### config.mk
export PLATFORM = sky130hd
export DESIGN_NAME = imec_top
export DESIGN_NICKNAME = d
export VERILOG_FILES = /design/src/design/imec_pkg.sv /design/src/design/imec_top.sv
export SDC_FILE = /design/constraint.sdc
export NUM_CORES = 1
export LEC_CHECK = 0
export BUFFER_PORTS_ARGS = -buffer_cell sky130_fd_sc_hd__buf_4
export CAP_MARGIN = 40
export CORE_UTILIZATION = 50
export CTS_CLUSTER_DIAMETER = 120
export CTS_CLUSTER_SIZE = 10
export DETAILED_ROUTE_END_ITERATION = 8
export PLACE_DENSITY = 0.72
export SKIP_LAST_GASP = 1
export SYNTH_ARGS = -nofsm -noshare
export SYNTH_HDL_FRONTEND = slang
export SYNTH_SLANG_ARGS = --single-unit
export TNS_END_PERCENT = 5
### constraint.sdc
create_clock -name sys_clk -period 2 [get_ports sys_clk]
set_input_delay 0.2 -clock sys_clk [delete_from_list [all_inputs] [get_ports sys_clk]]
set_output_delay 0.2 -clock sys_clk [all_outputs]
set_load 0.005 [all_outputs]
### src/design/imec_pkg.sv
package imec_pkg;
	// Printed offsets are not all multiples of four: kept as indices, byte address = 4 * index
	localparam logic [23:0] IMEC_IDX_PEND_LOW = 24'h00fe0a;
	localparam logic [23:0] IMEC_IDX_PEND_HIGH = 24'h00fe0c;
	localparam logic [23:0] IMEC_IDX_EN_LOW = 24'h00fe0e;
	localparam logic [23:0] IMEC_IDX_EN_HIGH = 24'h00fe10;
	localparam logic [23:0] IMEC_IDX_CLR_LOW = 24'h00fe12;
	localparam logic [23:0] IMEC_IDX_CLR_HIGH = 24'h00fe14;
	localparam logic [23:0] IMEC_IDX_MODE_LOW = 24'h00fe16;
	localparam logic [23:0] IMEC_IDX_MODE_HIGH = 24'h00fe18;
	localparam logic [23:0] IMEC_IDX_MASK_LOW = 24'h00fe1a;
	localparam logic [23:0] IMEC_IDX_MASK_HIGH = 24'h00fe1c;
	localparam int IMEC_ADDR_W = 26;
	localparam int IMEC_REG_W = 16;
	localparam logic [15:0] IMEC_EN_RST = 16'h0000;
	localparam logic [15:0] IMEC_MODE_RST = 16'h0000;
	localparam logic [15:0] IMEC_CLR_READ = 16'hffff;
	localparam logic [15:0] IMEC_LOW_USED = 16'hfffe;
	localparam int IMEC_UNUSED_BIT = 0;
endpackage

### src/design/imec_top.sv
`timescale 1ns/10ps
`default_nettype none
module imec_top
	import imec_pkg::*;
(
	input wire logic sys_clk,
	input wire logic rst_n,
	input wire logic psel,
	input wire logic penable,
	input wire logic pwrite,
	input wire logic [25:0] paddr,
	input wire logic [31:0] pwdata,
	input wire logic [3:0] pstrb,
	output logic [31:0] prdata,
	output logic pready,
	output logic pslverr,
	input wire logic [31:0] irq_src,
	output logic core_irq,
	output logic irq_line
);
	logic [31:0] pend_r;
	logic [31:0] pend_nxt;
	logic [31:0] enable_r;
	logic [31:0] mode_r;
	logic [31:0] mask_r;
	logic [31:0] src_d_r;
	logic [31:0] clr_vec;
	logic [31:0] rdata_nxt;
	logic wr_acc;
	logic rd_acc;
	logic hit;
	logic [23:0] idx;
	logic core_irq_r;

	assign idx = paddr[IMEC_ADDR_W-1:2];
	assign wr_acc = psel && penable && pwrite;
	assign rd_acc = psel && penable && !pwrite;
	assign pready = 1'b1;
	assign hit = (idx == IMEC_IDX_PEND_LOW) || (idx == IMEC_IDX_PEND_HIGH) || (idx == IMEC_IDX_EN_LOW)
		|| (idx == IMEC_IDX_EN_HIGH) || (idx == IMEC_IDX_CLR_LOW) || (idx == IMEC_IDX_CLR_HIGH)
		|| (idx == IMEC_IDX_MODE_LOW) || (idx == IMEC_IDX_MODE_HIGH)
		|| (idx == IMEC_IDX_MASK_LOW) || (idx == IMEC_IDX_MASK_HIGH);
	// Unmapped or misaligned access answers with an error, no side effect
	assign pslverr = psel && penable && (!hit || (paddr[1:0] != 2'b00));

	// Enable registers, low half-word byte lanes
	always_ff @(posedge sys_clk or negedge rst_n) begin
		if (!rst_n) begin
			enable_r <= {IMEC_EN_RST, IMEC_EN_RST};
		end else if (wr_acc && !pslverr) begin
			if (idx == IMEC_IDX_EN_LOW) begin
				if (pstrb[0]) enable_r[7:0] <= pwdata[7:0];
				if (pstrb[1]) enable_r[15:8] <= pwdata[15:8];
			end
			if (idx == IMEC_IDX_EN_HIGH) begin
				if (pstrb[0]) enable_r[23:16] <= pwdata[7:0];
				if (pstrb[1]) enable_r[31:24] <= pwdata[15:8];
			end
		end
	end

	// Trigger mode per request: 1 edge, 0 level
	always_ff @(posedge sys_clk or negedge rst_n) begin
		if (!rst_n) begin
			mode_r <= {IMEC_MODE_RST, IMEC_MODE_RST};
		end else if (wr_acc && !pslverr) begin
			if (idx == IMEC_IDX_MODE_LOW) begin
				if (pstrb[0]) mode_r[7:0] <= pwdata[7:0];
				if (pstrb[1]) mode_r[15:8] <= pwdata[15:8];
			end
			if (idx == IMEC_IDX_MODE_HIGH) begin
				if (pstrb[0]) mode_r[23:16] <= pwdata[7:0];
				if (pstrb[1]) mode_r[31:24] <= pwdata[15:8];
			end
		end
	end

	// Interrupt output mask, same layout as pending
	always_ff @(posedge sys_clk or negedge rst_n) begin
		if (!rst_n) begin
			mask_r <= 32'h00000000;
		end else if (wr_acc && !pslverr) begin
			if (idx == IMEC_IDX_MASK_LOW) begin
				if (pstrb[0]) mask_r[7:0] <= pwdata[7:0];
				if (pstrb[1]) mask_r[15:8] <= pwdata[15:8];
			end
			if (idx == IMEC_IDX_MASK_HIGH) begin
				if (pstrb[0]) mask_r[23:16] <= pwdata[7:0];
				if (pstrb[1]) mask_r[31:24] <= pwdata[15:8];
			end
		end
	end

	// Write-one-to-clear vector from the edge-clear registers
	always_comb begin
		clr_vec = 32'h00000000;
		if (wr_acc && !pslverr && (idx == IMEC_IDX_CLR_LOW)) begin
			clr_vec[15:0] = pwdata[15:0] & IMEC_LOW_USED & {{8{pstrb[1]}}, {8{pstrb[0]}}};
		end
		if (wr_acc && !pslverr && (idx == IMEC_IDX_CLR_HIGH)) begin
			clr_vec[31:16] = pwdata[15:0] & {{8{pstrb[1]}}, {8{pstrb[0]}}};
		end
	end

	// Pending: edges are sticky and a new edge beats a same-cycle clear; levels follow the source
	always_comb begin
		pend_nxt = pend_r;
		for (int i = 0; i < 32; i++) begin
			if (mode_r[i]) begin
				if (irq_src[i] && !src_d_r[i]) begin
					pend_nxt[i] = 1'b1;
				end else if (clr_vec[i]) begin
					pend_nxt[i] = 1'b0;
				end
			end else begin
				pend_nxt[i] = irq_src[i];
			end
		end
		pend_nxt[IMEC_UNUSED_BIT] = 1'b0;
	end

	always_ff @(posedge sys_clk or negedge rst_n) begin
		if (!rst_n) begin
			pend_r <= 32'h00000000;
			src_d_r <= 32'h00000000;
		end else begin
			pend_r <= pend_nxt;
			src_d_r <= irq_src;
		end
	end

	// Core request registered; request 0 is excluded whatever its enable says
	always_ff @(posedge sys_clk or negedge rst_n) begin
		if (!rst_n) begin
			core_irq_r <= 1'b0;
		end else begin
			core_irq_r <= |(pend_r & enable_r & {IMEC_LOW_USED | 16'hffff, IMEC_LOW_USED});
		end
	end
	assign core_irq = core_irq_r;
	assign irq_line = |(pend_r & mask_r);

	// Read mux
	always_comb begin
		rdata_nxt = 32'h00000000;
		case (idx)
			IMEC_IDX_PEND_LOW: rdata_nxt[15:0] = pend_r[15:0];
			IMEC_IDX_PEND_HIGH: rdata_nxt[15:0] = pend_r[31:16];
			IMEC_IDX_EN_LOW: rdata_nxt[15:0] = enable_r[15:0];
			IMEC_IDX_EN_HIGH: rdata_nxt[15:0] = enable_r[31:16];
			IMEC_IDX_CLR_LOW: rdata_nxt[15:0] = IMEC_CLR_READ;
			IMEC_IDX_CLR_HIGH: rdata_nxt[15:0] = IMEC_CLR_READ;
			IMEC_IDX_MODE_LOW: rdata_nxt[15:0] = mode_r[15:0];
			IMEC_IDX_MODE_HIGH: rdata_nxt[15:0] = mode_r[31:16];
			IMEC_IDX_MASK_LOW: rdata_nxt[15:0] = mask_r[15:0];
			IMEC_IDX_MASK_HIGH: rdata_nxt[15:0] = mask_r[31:16];
			default: rdata_nxt = 32'h00000000;
		endcase
	end

	// Read data captured in setup so it is stable through the zero-wait access phase
	always_ff @(posedge sys_clk or negedge rst_n) begin
		if (!rst_n) begin
			prdata <= 32'h00000000;
		end else if (psel && !penable && !pwrite) begin
			prdata <= rdata_nxt;
		end
	end
endmodule // imec_top
`default_nettype wire

Yosys cells after proc, flatten, opt, wreduce, memory -nomap -nowiden
Index checks and enable logic that the tools add are counted.
{"block": "op_classes", "muxes": 96, "n_reduce_logical": 100, "eq_ne": 41, "bitwise_logic": 4}
{"operator": "equality test 24 x 16 -> 1 bit (second input constant)", "count": 10}
{"operator": "case mux 16 bit (9 select lines)", "count": 1}
{"operator": "two-way mux 1 bit", "count": 93}
{"operator": "!= test 3 x 1 -> 1 bit (second input constant)", "count": 31}
{"operator": "AND 32 bit", "count": 2}
{"operator": "logical AND 1 bit", "count": 39}
{"operator": "AND reduction 3 bit", "count": 12}
{"operator": "zero test 1 bit", "count": 35}
{"operator": "AND 16 bit", "count": 2}
{"operator": "two-way mux 16 bit", "count": 2}
{"operator": "OR reduction 32 bit", "count": 1}
{"operator": "OR reduction 31 bit", "count": 1}
{"operator": "logical OR 1 bit", "count": 10}
{"operator": "nonzero test 2 bit", "count": 1}
{"operator": "OR reduction 2 bit", "count": 1}
{"block": "word_totals", "inputBits": 99, "register_bits": 176, "word_cells": 287}

Logic depth before layout (Yosys ltp)
{"block": "logic_depth", "word_depth": 20, "ltp_mapped": 8, "depth_no_buf": 5}

Worst setup path before layout
Ideal clock, no wire load.
{"block": "synth_timing", "path_type": "input -> register", "start": "in paddr[20]", "end": "reg enable_r[0]", "cell_stages": 6, "arrival_ps": 1816, "t_required_ps": 1875, "path_slack_ps": 59, "cell_sequence": "nor4b_4 nand4_2 buf_4 or3_4 nor2_4 mux2_2"}
{"block": "synth_between", "elab_chain_len": 16, "word_cells_on_any_way": 25, "classes_between": "eq/ne (10); reduce/logical (15)"}
{"item": "start, declared", "line_no": "imec_top.sv:11", "text": "input wire logic [25:0] paddr,"}
{"item": "equality test 24 x 16 -> 1 bit", "line_no": "imec_top.sv:39", "text": "assign hit = (idx == IMEC_IDX_PEND_LOW) || (idx == IMEC_IDX_PEND_HIGH) || (idx == IMEC_IDX_EN_LOW)"}
{"item": "logical OR 1 bit (2 in a row)", "line_no": "imec_top.sv:39"}
{"item": "logical OR 1 bit (3 in a row)", "line_no": "imec_top.sv:40", "text": "|| (idx == IMEC_IDX_EN_HIGH) || (idx == IMEC_IDX_CLR_LOW) || (idx == IMEC_IDX_CLR_HIGH)"}
{"item": "logical OR 1 bit (2 in a row)", "line_no": "imec_top.sv:41", "text": "|| (idx == IMEC_IDX_MODE_LOW) || (idx == IMEC_IDX_MODE_HIGH)"}
{"item": "logical OR 1 bit (2 in a row)", "line_no": "imec_top.sv:42", "text": "|| (idx == IMEC_IDX_MASK_LOW) || (idx == IMEC_IDX_MASK_HIGH);"}
{"item": "zero test 1 bit", "line_no": "imec_top.sv:44", "text": "assign pslverr = psel && penable && (!hit || (paddr[1:0] != 2'b00));"}
{"item": "logical OR 1 bit", "line_no": "imec_top.sv:44"}
{"item": "logical AND 1 bit", "line_no": "imec_top.sv:44"}
{"item": "zero test 1 bit", "line_no": "imec_top.sv:50", "text": "end else if (wr_acc && !pslverr) begin"}
{"item": "logical AND 1 bit", "line_no": "imec_top.sv:50"}
{"item": "AND reduction 3 bit (no source line) *"}
{"item": "end signal, assigned", "line_no": "imec_top.sv:49", "text": "enable_r <= {IMEC_EN_RST, IMEC_EN_RST};"}
{"item": "end signal, assigned", "line_no": "imec_top.sv:52", "text": "if (pstrb[0]) enable_r[7:0] <= pwdata[7:0];"}
{"item": "end, declared", "line_no": "imec_top.sv:23", "text": "logic [31:0] enable_r;"}
Every way passes the cells marked *; elsewhere a longest branch is shown, timed or not.
A chain may end at the register's enable or synchronous reset.

Worst setup path after layout
{"block": "layout_timing", "start": "reg pend_r[20]", "end": "out irq_line"}
{"block": "layout_between", "elab_chain_len": 2}
{"item": "start, declared", "line_no": "imec_top.sv:21", "text": "logic [31:0] pend_r;"}
{"item": "start signal, assigned", "line_no": "imec_top.sv:127", "text": "pend_r <= pend_nxt;"}
{"item": "AND 32 bit", "line_no": "imec_top.sv:141", "text": "assign irq_line = |(pend_r & mask_r);"}
{"item": "OR reduction 32 bit", "line_no": "imec_top.sv:141"}
{"item": "end, declared", "line_no": "imec_top.sv:19", "text": "output logic irq_line"}
No other way between the ends.

==> metrics <==
Final Wtd Congestion around 1; Final Hold Vio Count 0; #FFs+latches synth approximately 180; Hold WS roughly 79 ps; DIE HEIGHT 131 µm; critical path arrival roughly 2100 ps; max_cap viols 0; R2R cell count 4; fin util 0.669; boundary pin count 135; vias in the first global route around 6700; DR iter-0 viols between 700 and 800; Worst EP required about 1800 ps; Final TNS setup -316 ps; Setup WS post-layout -316 ps; Initial Utilization 0.517; CP Launch Type register; # rows 46; Post-synth EDFFs 0; Largest delay share family, worst path simple AND/OR/NAND/NOR gates; Net Sw Frac 0.228; CP peak stage delay approximately 560 ps; Tightest Hold Check Type input pin to register; combinational power share 0.089; drt drc 0; Skew-Pair Late Insertion Delay approximately 430 ps; Synth async-reset ratio 1.00; Post-Syn Instances approximately 660; number of distinct library cells after synthesis 58; VDD IR max 0.000575 V; Layout fillers roughly 1200; drt pass-1 iters 8; quantity of I/O buffers inserted on ports 98; Finish-stage setup viols 1; vias between 6000 and 7000; CP max stage cell or4_4; prevailing post-synth register cell dfrtp_1; R2R Setup Slk 150 ps; Ys Warns 0; Final Critical Period between 2000 and 2500 ps; Core Area around 16000 µm²; RSZ-0062 raised after global routing yes; chip width 131 µm; wire per inst ~24 µm; internal power around 6.0 mW; Crit Path Category register to primary output; Achievable Freq approximately 430 MHz; clk root buf clkbuf_16; final slew viol count 0; Die ar. ~17000 µm²; status complete, but fails checks; Cell Area, Synth 8270 µm²; Levels on crit path 4; cts bufs inserted 17; pin count of the biggest net entering global routing 52; failing checks negative setup slack; Synth area leaders dfrtp_1 53%, mux2_2 14%, nand2_1 3.1%; sequential share of power 0.480; Worst-path clk slew ~60 ps; clock skew roughly 6.6 ps; top cell type's share of synthesized area 0.530; Pwr Total just under 8 mW; Worst Tran Pin Value approximately 530 ps; H-tree levels 4; CP bufs+invs 1; most common cell in the netlist dfrtp_1; nets 950; overflow left after global routing 0; Slew headroom 0.647; TritonCTS clock tree done; first-pass GRT wire length 38.5 mm; Synth area leader dfrtp_1; Avg Inst Size Synth around 13 µm²; sequential share of the synthesized area 0.530; multi-input logic area 3650 µm²; total clock sinks 175; initial antenna violation count 0; Clock Path Buffers 2; clock network power share 0.431; Synth-to-Final Area Change 29.3%; Pleak roughly 5.0 nW; fraction of layout cells with a size suffix above 1 0.419; crit share post-route 1.16; total track usage 0.315; ANT cells 0; worst hold path depth 2; worst path cell trace a222oi_1, nand3_1, or4_4, buf_6; critical path capture point type primary output; final WL roughly 26 mm; PwrDens approximately 730 nW/µm²; Switch Pwr 1.77 mW; FF/Latch Area between 4000 and 5000 µm²; vias per cell 6.24; Post-DRT Antenna Nets 0; Worst Path Max Fanout 2; commonest cells in the netlist 175 x dfrtp_1, 106 x mux2_2, 68 x nand2_1; DP Wirelength 18.3 mm
==> registers in the layout (all words and copies together), names as in the netlist <==
signal	flops
enable_r	32
mask_r	32
mode_r	32
pend_r	31
src_d_r	31
prdata	16
core_irq	1
==> cell usage in the layout, fill, tap and decap left out, drive strengths merged, types with 3 or more instances in the layout <==
cell | Yosys | final
o32a | 5 | 5
dfrtp | 175 | 175
nor4 | 3 | 3
a211oi | 11 | 11
o221a | 11 | 11
a222oi | 24 | 24
and2 | 8 | 8
nand4 | 5 | 5
dlygate4sd3 | 0 | 32
nand2 | 69 | 69
or3 | 3 | 3
nor3 | 8 | 8
mux2i | 10 | 10
buf | 44 | 180
nor2 | 21 | 21
a311oi | 5 | 5
a22oi | 25 | 25
mux2 | 106 | 106
bufinv | 0 | 3
clkbuf | 7 | 21
a22o | 9 | 9
clkinv | 0 | 4
a21oi | 5 | 5
a21o | 32 | 32
conb | 2 | 17
nand3 | 8 | 8
a31oi | 32 | 32
nor4b | 3 | 3
a221oi | 4 | 4
==> metal layers <==
layer	share of wire	up-vias	track usage	routed length (µm)
met2	0.46	388	0.480	11800
met4	0.036	0	0.141	928
met3	0.093	62	0.0639	2380
met5	0	-	0	0
met1	0.41	3393	0.437	10500
li1	-	2882	-	-
==> cell families (layout without fill, tap and decap cells) <==
kind of cell              count (synthesis)  after routing  share of synthesized area
DFF                                     175            175                      0.530
muxes                                   116            116                      0.156
buffers and inverters                    52            243                     0.0404
other                                     2             17                   0.000908
xor gates and xnor gates                  1              1                    0.00106
and+or+nand+nor                         144            144                      0.106
AOI/OAI and AO/OA                       166            166                      0.166
==> worst paths after layout <==
kind	startpoint	to
setup / recovery	pend_r[20]	irq_line
hold / removal	pwdata[12]	mask_r[12]
setup reg to reg	pend_r[12]	core_irq
hold reg to reg	mask_r[0]	mask_r[0]
max in group asynchronous	rst_n	pend_r[27]
min in group asynchronous	rst_n	src_d_r[20]
==> cell type report <==
cell class / instances / area share
sequential: 175 / 0.410
multi-input combinational: 444 / 0.342
timing repair buffer: 212 / 0.168
clock buffer: 21 / 0.0430
tap: 216 / 0.0253
clock inverter: 9 / 0.0128
inverter: 1 / 0.000351
==> per-stage QoR <==
step | cells | worst slack, ps | cell area, µm²
6_report | 1078 | -316 | 10700
5_1_grt | 1078 | -327 | 10700
4_1_cts | 1077 | -346 | 10700
3_5_place_dp | 1014 | -292 | 9740
3_3_place_gp | 1014 | -283 | 9740
2_1_floorplan | 671 | 59.4 | 8330
==> power by group through the flow <==
stage / Sequential (mW) / Clock [mW] / Combinational, mW
after floorplan: 3.77 / 0 / 0.223
after CTS: 3.73 / 3.39 / 0.689
final: 3.74 / 3.36 / 0.690
after global placement: 3.79 / 0 / 0.617
after global routing: 3.74 / 3.52 / 0.748
after detailed placement: 3.80 / 0 / 0.636
==> repair_timing <==
action / CTS / global route
hold buffers: 32 / 0
setup buffers: 1 / 1
resized for setup: 2 / 3
endpoints found under the hold margin: 108 / 0
setup endpoints to repair: 1 / 3
pin swaps: 2 / 3
(Power assumes the default switching activity.)
